==> config.mk <==
export PLATFORM = sky130hd
export DESIGN_NAME = tla_alarm_logic
export DESIGN_NICKNAME = d
export VERILOG_FILES = /design/src/tla_pkg.sv /design/src/tla_fmt.sv /design/src/tla_cmp.sv /design/src/tla_alarm_logic.sv
export SDC_FILE = /design/constraint.sdc
export NUM_CORES = 1
export LEC_CHECK = 0
export BUFFER_PORTS_ARGS = -buffer_cell sky130_fd_sc_hd__buf_2
export CAP_MARGIN = 20
export CORE_MARGIN = 2
export CORE_UTILIZATION = 50
export DETAILED_ROUTE_END_ITERATION = 6
export GPL_TIMING_DRIVEN = 0
export PLACE_DENSITY_LB_ADDON = 0.15
export SYNTH_ARGS = -nofsm -noshare
export SYNTH_HDL_FRONTEND = slang
export SYNTH_SLANG_ARGS = --single-unit
==> constraint.sdc <==
create_clock -name clk_sys -period 5.5 [get_ports clk_sys]
set_input_delay 1.65 -clock clk_sys [delete_from_list [all_inputs] [get_ports clk_sys]]
set_output_delay 1.65 -clock clk_sys [all_outputs]
set_load 0.05 [all_outputs]
==> src/tla_pkg.sv <==
// Constants and types shared by the temperature limit alarm logic
`default_nettype none
package tla_pkg;
    // Register byte offsets
    localparam logic [7:0] TLA_OFF_CFG = 8'h00;
    localparam logic [7:0] TLA_OFF_CHEN = 8'h04;
    localparam logic [7:0] TLA_OFF_FILT = 8'h08;
    localparam logic [7:0] TLA_OFF_HYST = 8'h0C;
    localparam logic [7:0] TLA_OFF_MASK1 = 8'h10;
    localparam logic [7:0] TLA_OFF_MASK2 = 8'h14;
    localparam logic [7:0] TLA_OFF_MASK3 = 8'h18;
    localparam logic [7:0] TLA_OFF_LIM_BASE = 8'h20;
    localparam logic [7:0] TLA_OFF_LIM_LAST = 8'h38;
    localparam logic [7:0] TLA_OFF_STATUS = 8'h40;
    localparam logic [7:0] TLA_OFF_TS_BASE = 8'h50;
    localparam logic [7:0] TLA_OFF_TS_LAST = 8'h60;
    localparam logic [7:0] TLA_OFF_TU_BASE = 8'h70;
    localparam logic [7:0] TLA_OFF_TU_LAST = 8'h80;
    // Channel and limit slot counts
    localparam int TLA_NCH = 5;
    localparam int TLA_NLIM = 7;
    // Reset values
    localparam logic [1:0] TLA_CFG_RST = 2'h3;
    localparam logic [4:0] TLA_CHEN_RST = 5'h1F;
    localparam logic [3:0] TLA_FILT_RST = 4'hF;
    localparam logic [7:0] TLA_HYST_RST = 8'h05;
    localparam logic [4:0] TLA_MASK1_RST = 5'h19;
    localparam logic [4:0] TLA_MASK2_RST = 5'h00;
    localparam logic [4:0] TLA_MASK3_RST = 5'h07;
    localparam logic [7:0] TLA_LIM_PRI_RST = 8'h6E;
    localparam logic [7:0] TLA_LIM_SEC_RST = 8'h55;
    // Fault queue length in conversions
    localparam int TLA_FQ_COUNT = 3;
    // Clamp points of the raw value, step 1/32 degree
    localparam logic signed [15:0] TLA_SMIN = 16'shF000;
    localparam logic signed [15:0] TLA_SMAX = 16'sh0FFF;
    localparam logic signed [15:0] TLA_UMAX = 16'sh1FFF;
    localparam logic [15:0] TLA_WORD_UMAX_COARSE = 16'hFFE0;
    localparam logic [15:0] TLA_WORD_MINUS_FINE = 16'hFFF8;
    // Alarm hysteresis state
    typedef enum logic [1:0] {
        TLA_ST_CLR = 2'b01,
        TLA_ST_SET = 2'b10
    } tla_alarm_st_t;
endpackage
`default_nettype wire

==> src/tla_fmt.sv <==
// Left-justified temperature word formatter with clamping
`timescale 1ns/1ps
`default_nettype none
module tla_fmt
(
    // Raw result, 1/32 degree step
    input wire logic signed [15:0] raw,
    // Format selection
    input wire logic uns,
    input wire logic fine,
    // Formatted word
    output logic [15:0] word
);
    wire logic signed [15:0] hi_lim;
    wire logic signed [15:0] lo_lim;
    wire logic signed [15:0] clamped;
    wire logic [15:0] shifted;

    assign hi_lim = uns ? tla_pkg::TLA_UMAX : tla_pkg::TLA_SMAX;
    assign lo_lim = uns ? 16'sh0000 : tla_pkg::TLA_SMIN;
    // Saturate, never wrap
    assign clamped = (raw > hi_lim) ? hi_lim : ((raw < lo_lim) ? lo_lim : raw);
    // Unsigned upper byte is a plain degree count
    assign shifted = {clamped[12:0], 3'b000};
    // Fine step at bit 3, coarse step at bit 5
    assign word = fine ? shifted : {shifted[15:5], 5'b00000};
    // No clock here: the formatter checks sit in the parent's clock domain
endmodule // tla_fmt
`default_nettype wire

==> src/tla_cmp.sv <==
// One limit comparator with hysteresis and optional fault queue
`timescale 1ns/1ps
`default_nettype none
module tla_cmp
(
    // Clock and reset
    input wire logic clk_sys,
    input wire logic sys_rst,
    // Conversion step
    input wire logic step,
    input wire logic fq_en,
    input wire logic signed [15:0] temp,
    // Settings
    input wire logic [7:0] limit,
    input wire logic [7:0] hyst,
    // Result
    output logic flag
);
    localparam logic [1:0] FQ_LAST = 2'(tla_pkg::TLA_FQ_COUNT - 1);
    tla_pkg::tla_alarm_st_t st_q;
    tla_pkg::tla_alarm_st_t st_d;
    logic [1:0] cnt_q;
    logic [1:0] cnt_d;
    wire logic signed [16:0] t17;
    wire logic signed [16:0] hi17;
    wire logic signed [8:0] lo9;
    wire logic signed [16:0] lo17;
    wire logic over;
    wire logic under;
    wire logic cond;
    wire logic done;

    assign t17 = {temp[15], temp};
    assign hi17 = {4'h0, limit, 5'b00000};
    assign lo9 = $signed({1'b0, limit}) - $signed({1'b0, hyst});
    assign lo17 = {{3{lo9[8]}}, lo9, 5'b00000};
    assign over = t17 > hi17;
    // Release only below limit minus hysteresis
    assign under = t17 < lo17;
    assign cond = (st_q == tla_pkg::TLA_ST_SET) ? under : over;
    assign done = !fq_en || (cnt_q == FQ_LAST);

    always_comb
    begin
        st_d = st_q;
        cnt_d = cnt_q;
        if (step)
        begin
            case (st_q)
                tla_pkg::TLA_ST_CLR, tla_pkg::TLA_ST_SET:
                begin
                    if (!cond)
                        cnt_d = 2'b00;
                    else if (done)
                    begin
                        cnt_d = 2'b00;
                        st_d = (st_q == tla_pkg::TLA_ST_SET) ? tla_pkg::TLA_ST_CLR : tla_pkg::TLA_ST_SET;
                    end
                    else
                        cnt_d = cnt_q + 2'b01;
                end
                default:
                begin
                    st_d = tla_pkg::TLA_ST_CLR;
                    cnt_d = 2'b00;
                end
            endcase
        end
    end

    always_ff @(posedge clk_sys)
    begin
        if (sys_rst)
        begin
            st_q <= tla_pkg::TLA_ST_CLR;
            cnt_q <= 2'b00;
        end
        else
        begin
            st_q <= st_d;
            cnt_q <= cnt_d;
        end
    end

    assign flag = (st_q == tla_pkg::TLA_ST_SET);
endmodule // tla_cmp
`default_nettype wire

==> src/tla_alarm_logic.sv <==
// Limit comparison, status, masks and alarm outputs behind an APB slave
`timescale 1ns/1ps
`default_nettype none
// How it works
// - Filtered remote 1/2 use 1/32 degree step
// - Filtered step sits at word bit three
// - Local channel signed coarse only
// - Unsigned coarse saturates at FFE0h
// - Unsigned upper byte counts whole degrees
// - Alarm pins only pull low
// - Local limit compare, default 85, readable
// - Masks gate outputs, status unmasked
// - Remote 1 primary 110, secondary 85
// - Remote 2 same as remote 1
// - Remote 3 single limit, default 85
// - Remote 4 single limit, default 85
// - Output 1 primary, outputs 2/3 secondary
// - Over limit sets flag and alarm
// - Release below limit minus hysteresis
// - Fault queue needs three consecutive results
// - Config bits 0/1 enable queues, default on
// - Filtered value used for comparison
// - Clamp at full scale, zero unused bits
module tla_alarm_logic
(
    // Clock and reset
    input wire logic clk_sys,
    input wire logic sys_rst,
    // APB slave
    input wire logic [7:0] paddr,
    input wire logic psel,
    input wire logic penable,
    input wire logic pwrite,
    input wire logic [31:0] pwdata,
    output logic [31:0] prdata,
    output logic pready,
    output logic pslverr,
    // Conversion results, 1/32 degree step
    input wire logic conv_valid,
    input wire logic [2:0] conv_chan,
    input wire logic signed [15:0] conv_temp,
    // Filter selection to the front end
    output logic [3:0] filt_sel,
    // Open-drain alarm pins
    output logic alarm_out_1_n_o,
    output logic alarm_out_1_n_oe,
    output logic alarm_out_2_n_o,
    output logic alarm_out_2_n_oe,
    output logic alarm_out_3_n_o,
    output logic alarm_out_3_n_oe
);
    logic [1:0] cfg_q;
    logic [4:0] chen_q;
    logic [3:0] filt_q;
    logic [7:0] hyst_q;
    logic [4:0] mask_q [3];
    logic [7:0] lim_q [tla_pkg::TLA_NLIM];
    logic signed [15:0] temp_q [tla_pkg::TLA_NCH];
    logic [2:0] oe_q;
    logic [2:0] lvl_q;
    logic [31:0] prdata_q;
    logic pready_q;
    logic pslverr_q;

    wire logic setup;
    wire logic wr_en;
    wire logic hit;
    wire logic lim_hit;
    wire logic ts_hit;
    wire logic tu_hit;
    wire logic [2:0] lim_idx;
    wire logic [2:0] t_idx;
    wire logic [2:0] t_sel;
    wire logic [4:0] ch_fine;
    wire logic [6:0] fl;
    wire logic [4:0] st2;
    wire logic [4:0] st3;
    wire logic [4:0] st4;
    wire logic [2:0] act;
    wire logic [15:0] t_word;
    wire logic [31:0] rd_word;

    // Map a limit slot to its channel
    function automatic logic [2:0] slot_chan(input int k);
        case (k)
            0: slot_chan = 3'd0;
            1, 2: slot_chan = 3'd1;
            3, 4: slot_chan = 3'd2;
            5: slot_chan = 3'd3;
            default: slot_chan = 3'd4;
        endcase
    endfunction

    // Reset value of each limit slot
    function automatic logic [7:0] slot_rst(input int k);
        if (k == 1 || k == 3)
            slot_rst = tla_pkg::TLA_LIM_PRI_RST;
        else
            slot_rst = tla_pkg::TLA_LIM_SEC_RST;
    endfunction

    // Word-aligned range test
    function automatic logic in_rng(input logic [7:0] a, input logic [7:0] lo, input logic [7:0] hi);
        in_rng = (a >= lo) && (a <= hi) && (a[1:0] == 2'b00);
    endfunction

    // Address decode
    assign setup = psel && !penable;
    assign lim_hit = in_rng(paddr, tla_pkg::TLA_OFF_LIM_BASE, tla_pkg::TLA_OFF_LIM_LAST);
    assign ts_hit = in_rng(paddr, tla_pkg::TLA_OFF_TS_BASE, tla_pkg::TLA_OFF_TS_LAST);
    // No unsigned form exists for the local channel
    assign tu_hit = in_rng(paddr, tla_pkg::TLA_OFF_TU_BASE + 8'h04, tla_pkg::TLA_OFF_TU_LAST);
    assign lim_idx = 3'((paddr - tla_pkg::TLA_OFF_LIM_BASE) >> 2);
    assign t_idx = ts_hit ? 3'((paddr - tla_pkg::TLA_OFF_TS_BASE) >> 2)
                          : 3'((paddr - tla_pkg::TLA_OFF_TU_BASE) >> 2);
    assign t_sel = (ts_hit || tu_hit) ? t_idx : 3'd0;
    assign hit = (paddr == tla_pkg::TLA_OFF_CFG) || (paddr == tla_pkg::TLA_OFF_CHEN)
               || (paddr == tla_pkg::TLA_OFF_FILT) || (paddr == tla_pkg::TLA_OFF_HYST)
               || (paddr == tla_pkg::TLA_OFF_MASK1) || (paddr == tla_pkg::TLA_OFF_MASK2)
               || (paddr == tla_pkg::TLA_OFF_MASK3) || (paddr == tla_pkg::TLA_OFF_STATUS)
               || lim_hit || ts_hit || tu_hit;
    // Temperature and status registers ignore writes
    assign wr_en = psel && penable && pready_q && pwrite && hit && !ts_hit && !tu_hit
                 && (paddr != tla_pkg::TLA_OFF_STATUS);

    // Filter on when either filter setting bit is set
    assign ch_fine = {2'b00, |filt_q[3:2], |filt_q[1:0], 1'b0};

    tla_fmt u_fmt
    (
        .raw(temp_q[t_sel]),
        .uns(tu_hit),
        .fine(ch_fine[t_sel]),
        .word(t_word)
    );

    // Status bit order: local, remote 1..4
    assign st2 = {fl[6], fl[5], fl[3], fl[1], fl[0]};
    assign st3 = {fl[6], fl[5], fl[4], fl[2], fl[0]};
    assign st4 = st3;
    assign act[0] = |(st2 & ~mask_q[0]);
    assign act[1] = |(st3 & ~mask_q[1]);
    assign act[2] = |(st4 & ~mask_q[2]);

    assign rd_word = (paddr == tla_pkg::TLA_OFF_CFG) ? {30'h0, cfg_q}
                   : (paddr == tla_pkg::TLA_OFF_CHEN) ? {27'h0, chen_q}
                   : (paddr == tla_pkg::TLA_OFF_FILT) ? {28'h0, filt_q}
                   : (paddr == tla_pkg::TLA_OFF_HYST) ? {24'h0, hyst_q}
                   : (paddr == tla_pkg::TLA_OFF_MASK1) ? {27'h0, mask_q[0]}
                   : (paddr == tla_pkg::TLA_OFF_MASK2) ? {27'h0, mask_q[1]}
                   : (paddr == tla_pkg::TLA_OFF_MASK3) ? {27'h0, mask_q[2]}
                   : (paddr == tla_pkg::TLA_OFF_STATUS) ? {17'h0, st4, st3, st2}
                   : lim_hit ? {24'h0, lim_q[lim_idx]}
                   : (ts_hit || tu_hit) ? {16'h0, t_word}
                   : 32'h0000_0000;

    // Answer one cycle after setup; read data frozen at setup
    always_ff @(posedge clk_sys)
    begin
        if (sys_rst)
        begin
            pready_q <= 1'b0;
            pslverr_q <= 1'b0;
            prdata_q <= 32'h0000_0000;
        end
        else
        begin
            pready_q <= setup;
            pslverr_q <= setup && !hit;
            prdata_q <= (setup && !pwrite) ? rd_word : 32'h0000_0000;
        end
    end

    always_ff @(posedge clk_sys)
    begin
        if (sys_rst)
        begin
            cfg_q <= tla_pkg::TLA_CFG_RST;
            chen_q <= tla_pkg::TLA_CHEN_RST;
            filt_q <= tla_pkg::TLA_FILT_RST;
            hyst_q <= tla_pkg::TLA_HYST_RST;
            mask_q[0] <= tla_pkg::TLA_MASK1_RST;
            mask_q[1] <= tla_pkg::TLA_MASK2_RST;
            mask_q[2] <= tla_pkg::TLA_MASK3_RST;
        end
        else if (wr_en)
        begin
            case (paddr)
                tla_pkg::TLA_OFF_CFG: cfg_q <= pwdata[1:0];
                tla_pkg::TLA_OFF_CHEN: chen_q <= pwdata[4:0];
                tla_pkg::TLA_OFF_FILT: filt_q <= pwdata[3:0];
                tla_pkg::TLA_OFF_HYST: hyst_q <= pwdata[7:0];
                tla_pkg::TLA_OFF_MASK1: mask_q[0] <= pwdata[4:0];
                tla_pkg::TLA_OFF_MASK2: mask_q[1] <= pwdata[4:0];
                tla_pkg::TLA_OFF_MASK3: mask_q[2] <= pwdata[4:0];
                default: ;
            endcase
        end
    end

    genvar g;
    generate
        for (g = 0; g < tla_pkg::TLA_NCH; g++)
        begin : g_ch
            // Readings start at zero until the first conversion
            always_ff @(posedge clk_sys)
            begin
                if (sys_rst)
                    temp_q[g] <= 16'sh0000;
                else if (conv_valid && conv_chan == 3'(g) && chen_q[g])
                    temp_q[g] <= conv_temp;
            end
        end

        for (g = 0; g < tla_pkg::TLA_NLIM; g++)
        begin : g_lim
            localparam logic [2:0] CH = slot_chan(g);
            wire logic step;
            wire logic fq;
            wire logic signed [15:0] cval;

            always_ff @(posedge clk_sys)
            begin
                if (sys_rst)
                    lim_q[g] <= slot_rst(g);
                else if (wr_en && lim_hit && lim_idx == 3'(g))
                    lim_q[g] <= pwdata[7:0];
            end

            // Disabled channels keep their last outcome
            assign step = conv_valid && conv_chan == CH && chen_q[CH];
            assign fq = (g == 5) ? cfg_q[0] : ((g == 6) ? cfg_q[1] : 1'b0);
            // Unfiltered channels compare at 0.125 degree resolution
            assign cval = ch_fine[CH] ? conv_temp : {conv_temp[15:2], 2'b00};

            tla_cmp u_cmp
            (
                .clk_sys(clk_sys),
                .sys_rst(sys_rst),
                .step(step),
                .fq_en(fq),
                .temp(cval),
                .limit(lim_q[g]),
                .hyst(hyst_q),
                .flag(fl[g])
            );
        end
    endgenerate

    always_ff @(posedge clk_sys)
    begin
        if (sys_rst)
        begin
            oe_q <= 3'b000;
            lvl_q <= 3'b000;
        end
        else
        begin
            oe_q <= act;
            lvl_q <= 3'b000;
        end
    end

    assign prdata = prdata_q;
    assign pready = pready_q;
    assign pslverr = pslverr_q;
    assign filt_sel = filt_q;
    // Drive low only; the high level comes from the pull-up
    assign alarm_out_1_n_o = lvl_q[0];
    assign alarm_out_2_n_o = lvl_q[1];
    assign alarm_out_3_n_o = lvl_q[2];
    assign alarm_out_1_n_oe = oe_q[0];
    assign alarm_out_2_n_oe = oe_q[1];
    assign alarm_out_3_n_oe = oe_q[2];
endmodule // tla_alarm_logic
`default_nettype wire

Word-level counts from Yosys, hierarchy flattened
Memories as Yosys holds them, arrays and structs flattened.
Index checks and enable logic that the tools add are counted.

operators by class
  $add $sub $neg = 12
  $mul = 0
  magnitude comparators = 23
  reductions and logical operators = 87
  shift operators = 0
  divide/modulo/power cells = 0
  bitwise operators = 23
  eq/ne operators = 43
  multiplexer cells = 122

operators with widths
  kind                count
  $gt 16x14->1        8
  $lt 16x14->1        7
  $mux 16             6
  $mux 8              11
  $mux 2              32
  $sub 8x8->9         7
  $mux 1              58
  $mux 15             3
  $mux 13             3
  $logic_and 1x1->1   34
  $mux 5              6
  $eq 8x5->1 const B  3
  $reduce_or 2->1     10
  $reduce_or 5->1     4
  $eq 2x2->1 const B  9
  $ne 2x1->1 const B  9
  $reduce_and 2->1    9
  $eq 8x4->1 const B  2
  $ge 8x7->1 const B  2
  $lt 16x16->1        1
  $and 5x5->5         3
  $not 5->5           3
  $or 1x1->1          15
  $eq 2x1->1 const B  7
  other kinds (27)    58

storage, ports and cells
  memory bits (read-only) = 0
  logic and storage cells = 335
  bits in latches = 0
  output and inout bits = 44
  bits in writable memories = 151
  memories kept = 3
  bits in registers = 74

memories
  name    words  width  read ports  clocked after memory_dff  wr ports  RTL line               RTL
  temp_q  5      16     1           0                         5         tla_alarm_logic.sv:58  logic signed [15:0] temp_q [tla_pkg::TLA_NCH];
  lim_q   7      8      8           0                         7         tla_alarm_logic.sv:57  logic [7:0] lim_q [tla_pkg::TLA_NLIM];
  mask_q  3      5      3           0                         3         tla_alarm_logic.sv:56  logic [4:0] mask_q [3];

Depth between registers and ports, before layout
Gate-level depths: netlist (run 1).

  word-level depth = 21
  gate-level depth with buffers = 21
  gate-level depth less buffers = 21

Hierarchy
From an unflattened synthesis (run 1), not the netlist that was laid out.

unflattened totals
  cells, all modules = 1758
  area, all modules = 17196.5 um2

by module, submodules not included
  module           cells an instance  area an instance (um2)  times used
  tla_alarm_logic  803                9449.1                  1
  tla_cmp          130                1051.0                  7
  tla_fmt          45                 390.4                   1

Least setup slack after synthesis (run 1)
Ideal clock, no wire load.

  path type = input to register
  start = input paddr[2]
  end = register prdata_q[15] (netlist: prdata[15])
  setup slack = 413 ps
  path buffers = 6
  required time = 5426 ps
  cell stages on the path = 16
  data arrival time = 5013 ps
  cells stage by stage = buf_2 buf_2 buf_2 buf_1 buf_2 mux2i_1 a21oi_1 a21oi_1 a21oi_1 ha_1 o31ai_1 a211o_1 o41a_1 buf_2 or3_1 a31oi_1

between the ends
  longest elaborated chain between the ends = 9

ends and longest elaborated chain
  item                                               RTL line                                                                RTL
  from (decl)                                        tla_alarm_logic.sv:30                                                   input wire logic [7:0] paddr,
  $ge 8x7->1 (tied with other cells)                 tla_alarm_logic.sv:104                                                  in_rng = (a >= lo) && (a <= hi) && (a[1:0] == 2'b00);
  $logic_and 1x1->1 (2 in series)                    tla_alarm_logic.sv:104
  $mux 3 / $logic_or 1x1->1 (equally long branches)  tla_alarm_logic.sv:114, tla_alarm_logic.sv:116, tla_alarm_logic.sv:154
  $mux 3                                             tla_alarm_logic.sv:116                                                  assign t_sel = (ts_hit || tu_hit) ? t_idx : 3'd0;
  $mem_v2 5x16                                       -
  $lt 16x16->1                                       tla_fmt.sv:22                                                           assign clamped = (raw > hi_lim) ? hi_lim : ((raw < lo_lim) ? lo_lim : raw);
  $mux 13 (2 in series)                              tla_fmt.sv:22
  to (signal assigned)                               tla_alarm_logic.sv:170                                                  prdata_q <= (setup && !pwrite) ? rd_word : 32'h0000_0000;
  to (decl)                                          tla_alarm_logic.sv:61                                                   logic [31:0] prdata_q;

Several ways; a longest one is shown, not always the timed one.
A chain may end at the register's enable or synchronous reset.

==> summary.md, run 1 <==
| Metric | Value |
|---|---|
| Outcome | finished, violations left |
| Failing checks | design-rule violations |
| Post-synth cell types | 75 |
| CTS max path bufs | 3 |
| Mean Syn Cell Area | 9.42 um^2 |
| Final period util | 0.979 |
| CTS buffer count | 24 |
| Slew headroom | 0.134 |
| Worst-Margin Slew | 1.29 ns |
| Post-place setup slack | -1.03 ns |
| CP endpoint kind | flop |
| Via count | 13500 |
| Largest cells by area after synthesis | edfxtp_1, ha_1, dfxtp_1, inv_1, and2_1 |
| Fin nets | 2050 |
| Post-synth EDFFs | 151 |
| Fin crit period | 5.38 ns |
| Largest area contributor in the netlist | edfxtp_1 |
| Async SR Flop Fraction | 0 |
| Sequential share of the synthesized area | 0.365 |
| # setup viols final | 0 |
| Setup ws final | 0.116 ns |
| Initial antenna violation count | 2 |
| Initial Utilization | 0.509 |
| Core footprint | 30700 um^2 |
| Root buffer cell | clkbuf_16 |
| Placer Congestion | 0.970 |
| Synthesis-to-finish area growth | 10.9% |
| Reg2reg setup slack | 0.93 ns |
| Share of the synthesized area in the top cell type | 0.290 |
| Data arrival, critical path | 5.53 ns |
| Via/cell ratio | 6.18 |
| CP Max Fanout | 10 |
| Max-slew violation count | 0 |
| Startpoint type of the worst setup path | primary input |
| Max VDD drop | 229 uV |
| RSZ-0062 raised after global routing | false |
| Setup TNS | 0 ns |
| Die height | 181 um |
| 1st-iter DRT viols | 1388 |
| Gr ovfl total | 0 |
| Vias in the first global route | 12900 |
| Port Buf Inserts | 63 |
| H-tree Lvls | 1 |
| Hold Vio Cnt, Final | 0 |
| Leak pwr | 0.00749 uW |
| Highest Clock Rate | 0.186 GHz |
| Setup CP Type | in -> reg |
| Final WL | 52300 um |
| Power Density | 228 nW/um^2 |
| Clk sinks | 209 |
| Cells after synthesis | 1658 |
| CP required | 5.64 ns |
| Synth Register Bits | 209 |
| Hold WC Path Type | reg -> reg |
| DRC viols | 1 |
| Die W | 181 um |
| Clock Skew | 0.0147 ns |
| Top_reg_cell synth | edfxtp_1 |
| Post-CTS setup buffers | 0 |
| Post-DP HPWL | 38300 um |
| Clock-pin slew on the worst setup and hold paths | 0.06 ns |
| Routed Antenna Nets | 0 |
| First-pass GRT wire length | 77900 um |
| CTS tree | done |
| # IOs | 109 |
| Synth warn | 0 |
| Largest net degree at the start of global routing | 20 |
| Share of post-route cells with drive strength above 1 | 0.0885 |
| All-Layer GR Usage | 0.318 |
| Die area | 32700 um^2 |
| ANT cells | 0 |
| DR WL/cell | 24.0 um |
| Max Cap Violations | 0 |
| Mapped Area | 15600 um^2 |
| Drt first pass iters | 7 |
| Clk_lat worst skew | 0.53 ns |
| Rows | 64 |
## through the flow
step	power (uW)	hold WS (ns)	cells	instance area, um^2	util
2_1_floorplan	2180	0.429	1676	15700	-
3_3_place_gp	2380	0.439	2135	16500	0.538
3_5_place_dp	2390	0.448	2136	16500	0.538
4_1_cts	3940	0.456	2179	17300	0.563
5_1_grt	4090	0.477	2182	17300	0.564
6_report	3950	0.454	2182	17300	0.564
## synth_stat cells, types with 16 or more instances
| library cell | number |
|---|---|
| nor2b_1 | 27 |
| o211ai_1 | 16 |
| xnor2_1 | 22 |
| dfxtp_1 | 58 |
| nand3_1 | 52 |
| nand4_1 | 17 |
| mux2i_1 | 39 |
| buf_4 | 19 |
| o21ai_0 | 95 |
| and3_1 | 33 |
| nand2_1 | 109 |
| and2_1 | 80 |
| a21oi_1 | 95 |
| or3_1 | 20 |
| edfxtp_1 | 151 |
| nand2b_1 | 47 |
| o21a_1 | 40 |
| a21o_1 | 16 |
| ha_1 | 210 |
| nor3_1 | 24 |
| inv_1 | 145 |
| clkbuf_1 | 49 |
| nor2_1 | 85 |
| o22ai_1 | 20 |
## report_power, final
part	internal, uW	switching [uW]
clock	920	655
combinational	206	403
sequential	1730	33.5
total	2860	1090
## cells by family after synthesis
group	after synthesis	synth area share
AND/OR/NAND/NOR	534	0.180
multiplexers	52	0.0401
flip-flops	209	0.365
adder cells (fa/ha/maj)	217	0.177
AO/OA/AOI/OAI	382	0.158
other	1	0.000240
buffers and inverters	227	0.0598
XOR/XNOR	36	0.0202
## per-layer routing
layer | track usage | up-vias | part of all wire
met4 | 0.129 | 2 | 0.052
met1 | 0.421 | 6400 | 0.40
met2 | 0.514 | 713 | 0.45
met3 | 0.0570 | 187 | 0.097
li1 | - | 6193 | -
met5 | 0 | - | 0.00025
## worst paths after layout
kind | from | to | cells past startpoint
setup / recovery | paddr[3] | mask_q[0][10] | 8
hold / removal | hyst_q[3] | hyst_q[3] | 2
setup reg to reg | hyst_q[0] | g_lim[2].u_cmp.st_q[1] | 20
hold reg to reg | hyst_q[3] | hyst_q[3] | 2
## final cells by class
cell class,count,area (um^2)
repair buffers,67,348
plain buffers,80,385
multi-input cells,1240,9060
clock buffers,36,729
fillers,2779,13400
clock inverters,8,52.6
flip-flops and latches,209,5700
well taps,396,495
inverters,146,548
## worst max-delay path, cell delays in order
cell	delay, ns
buf_2	0.13
clkbuf_1	0.35
clkbuf_1	0.44
buf_1	0.64
buf_2	0.40
clkbuf_1	0.52
nand2_1	0.50
o31ai_1	0.88
## cell usage in the layout (no fill, tap or decap), types with 27 or more instances in the layout
cell       synthesis  layout
mux2i_1           39      39
o21a_1            40      40
o21ai_0           95      94
clkbuf_1          49      55
buf_2              8      71
ha_1             210     210
inv_1            145     145
a21oi_1           95      95
and2_1            80      80
nand3_1           52      52
nand2_1          109     109
and3_1            33      33
nand2b_1          47      47
nor2_1            85      85
dfxtp_1           58      58
edfxtp_1         151     151
clkbuf_16          0      27
nor2b_1           27      27
## sequential cells by signal, summed over array words and instances (netlist names)
signal	cells
cfg_q	2
chen_q	5
filt_sel	4
g_lim.u_cmp.cnt_q	4
g_lim.u_cmp.st_q	14
hyst_q	8
lim_q	56
mask_q	15
oe_q	3
prdata	16
pready	1
pslverr	1
temp_q	80
## timing repair
action / 4_1_cts / 5_1_grt
hold buffers: 0 / 0
gates cloned: 0 / 0
resized for setup: 0 / 4
endpoints found under the setup margin: 13 / 7
Note: power is estimated with default switching activity, not from simulation.
==> inputs of run 2 (changes only) <==
clock period = 5.85 ns   (was 5.5 ns; I/O delays follow)
==> run 2 against run 1 <==
Effect of this change:
- the flow still finishes with violations (design-rule violations)
- via count increased by 0.24%
- first-iteration DRC count up 0.79%
- sequential share of layout area barely moved
==> summary.md, run 2 (synthesis results as in run 1) <==
| Metric | Value |
|---|---|
| Outcome | finished, violations left (unchanged) |
| Failing checks | design-rule violations (unchanged) |
| Die area | 32700 um^2 (unchanged) |
| First-pass GRT wire length | 77900 um (unchanged) |
| Most frequent cells in the layout | ha_1, edfxtp_1, inv_1, nand2_1 (was ha_1, edfxtp_1, inv_1, nand2_1, a21oi_1) |
| CTS buffer count | 24 (unchanged) |
| CP endpoint kind | flop (unchanged) |
| Via/cell ratio | 6.20 (was 6.18) |
| Clk sinks | 209 (unchanged) |
| Multi-input logic area | 9060 um^2 (unchanged) |
| Die height | 181 um (unchanged) |
| Largest net degree at the start of global routing | 20 (unchanged) |
| Most flops, register | temp_q (unchanged) |
| Max-slew violation count | 0 (unchanged) |
| All-Layer GR Usage | 0.318 (unchanged) |
| Fin nets | 2050 (unchanged) |
| DR WL/cell | 24.0 um (about the same) |
| Setup CP Type | in -> reg (unchanged) |
| Inst Count DP | 2136 (unchanged) |
| Drt first pass iters | 7 (unchanged) |
| Largest stage delay, worst path | 0.59 ns (was 0.88 ns) |
| Die W | 181 um (unchanged) |
| Clock Skew | 0.0159 ns (was 0.0147 ns) |
| Initial antenna violation count | 2 (unchanged) |
| Port Buf Inserts | 63 (unchanged) |
| Final WL | 52300 um (about the same) |
| RSZ-0062 raised after global routing | false (unchanged) |
| # IOs | 109 (unchanged) |
| Hold Buf Count CTS | 0 (unchanged) |
| Power Density | 214 nW/um^2 (was 228 nW/um^2) |
| Max VDD drop | 215 uV (was 229 uV) |
| Hold WC Path Type | reg -> reg (unchanged) |
| Initial Utilization | 0.509 (unchanged) |
| CTS tree | done (unchanged) |
| Max Cap Violations | 0 (unchanged) |
| Leak pwr | 0.00748 uW (was 0.00749 uW) |
| Reg2reg setup slack | 1.27 ns (was 0.93 ns) |
| Commonest non-fill, non-tap cell in the layout | ha_1 (unchanged) |
| Startpoint type of the worst setup path | primary input (unchanged) |
| # fillers | 2780 (was 2779) |
| DRC viols | 1 (unchanged) |
| # setup viols final | 0 (unchanged) |
| Critical path, cell by cell | buf_2, buf_2, buf_2, buf_2, mux2i_1, a21oi_1, a21oi_1, a21oi_1, inv_1, ha_1, nor2b_1, o21ai_0, a31oi_1, a21boi_0, o21ai_0, a221oi_1 (was buf_2, clkbuf_1, clkbuf_1, buf_1, buf_2, clkbuf_1, nand2_1, o31ai_1) |
| 1st-iter DRT viols | 1399 (was 1388) |
| Gr ovfl total | 0 (unchanged) |
| Max reg flops | 80 (unchanged) |
| Core footprint | 30700 um^2 (unchanged) |
| Crit-path slowest cell | buf_2 (was o31ai_1) |
| Setup TNS | 0 ns (unchanged) |
| Clock-pin slew on the worst setup and hold paths | 0.06 ns (about the same) |
| Highest Clock Rate | 0.178 GHz |
| CP required | 6.25 ns (was 5.64 ns) |
| Placer Congestion | 0.970 (unchanged) |
| Register area | 5700 um^2 (unchanged) |
| H-tree Lvls | 1 (unchanged) |
| CTS max path bufs | 3 (unchanged) |
| Final period util | 0.959 |
| Data arrival, critical path | 6.01 ns (was 5.53 ns) |
| CP Max Fanout | 19 (was 10) |
| Clk_lat worst skew | 0.53 ns (about the same) |
| Via count | 13500 (about the same) |
| Post-DP HPWL | 38300 um (unchanged) |
| Worst-Margin Slew | 1.28 ns (was 1.29 ns) |
| Share of post-route cells with drive strength above 1 | 0.0879 (was 0.0885) |
| Fin crit period | 5.61 ns |
| Rows | 64 (unchanged) |
| Slew headroom | 0.139 (was 0.134) |
| Vias in the first global route | 12900 (unchanged) |
| Finished Layout Cells | 2183 (was 2182) |
| Cell seen most often among critical-path stages | buf_2 (was clkbuf_1) |
| Hold Vio Cnt, Final | 0 (unchanged) |
| Synthesis-to-finish area growth | 10.9% (about the same) |
| Root buffer cell | clkbuf_16 (unchanged) |
| Routed Antenna Nets | 0 (unchanged) |
## run 2: timing repair
item	4_1_cts	5_1_grt
buffers inserted	0	0
hold endpoints to repair	0	0
gates resized for setup	0	0
endpoints found under the setup margin	4	0
## run 2: power by group
group	switching [uW]	total, uW	internal [uW]
combinational	379	572	193
sequential	31.5	1660	1630
clock	614	1480	865
total	1020	3710	2690
## run 2: through the flow
step                      power (uW)   util  setup slack [ns]  hold slack (ns)  cell area (um^2)
after global placement          2240  0.538            -0.766            0.439             16500
after detailed placement        2250  0.538            -0.781            0.448             16500
after CTS                       3710  0.563             0.326            0.456             17300
final                           3710  0.564             0.240            0.454             17300
after global routing            3850  0.564            0.0845            0.477             17300
after floorplan                 2050      -             0.658            0.429             15700
## run 2: worst max-delay path: cells and delay by family
| kind | cells | cell delay [ns] |
|---|---|---|
| and+or+nand+nor | 1 | 0.10 |
| adders and majority gates | 1 | 0.18 |
| buffers and inverters | 5 | 1.70 |
| muxes | 1 | 0.21 |
| AOI/OAI and AO/OA | 8 | 2.06 |
## run 2: worst paths after layout
check / to / start / cells after the start
setup / recovery: prdata[6] / paddr[2] / 16
hold / removal: hyst_q[3] / hyst_q[3] / 2
setup reg to reg: g_lim[2].u_cmp.st_q[1] / hyst_q[0] / 20
hold reg to reg: hyst_q[3] / hyst_q[3] / 2
## run 2: metal layers
metal	up-vias	global-route usage	share of wire
met4	2	0.129	0.050
met1	6424	0.421	0.40
met2	737	0.514	0.45
met5	-	0	0.00025
met3	165	0.0570	0.095
li1	6199	-	-
## run 2: cell type report
type / instances / area share
diodes: 1 / 0.000145
multi-input cells: 1240 / 0.523
well taps: 396 / 0.0286
clock inverters: 8 / 0.00304
inverters: 146 / 0.0317
clock buffers: 36 / 0.0421
repair buffers: 67 / 0.0201
plain buffers: 80 / 0.0220
flip-flops and latches: 209 / 0.329
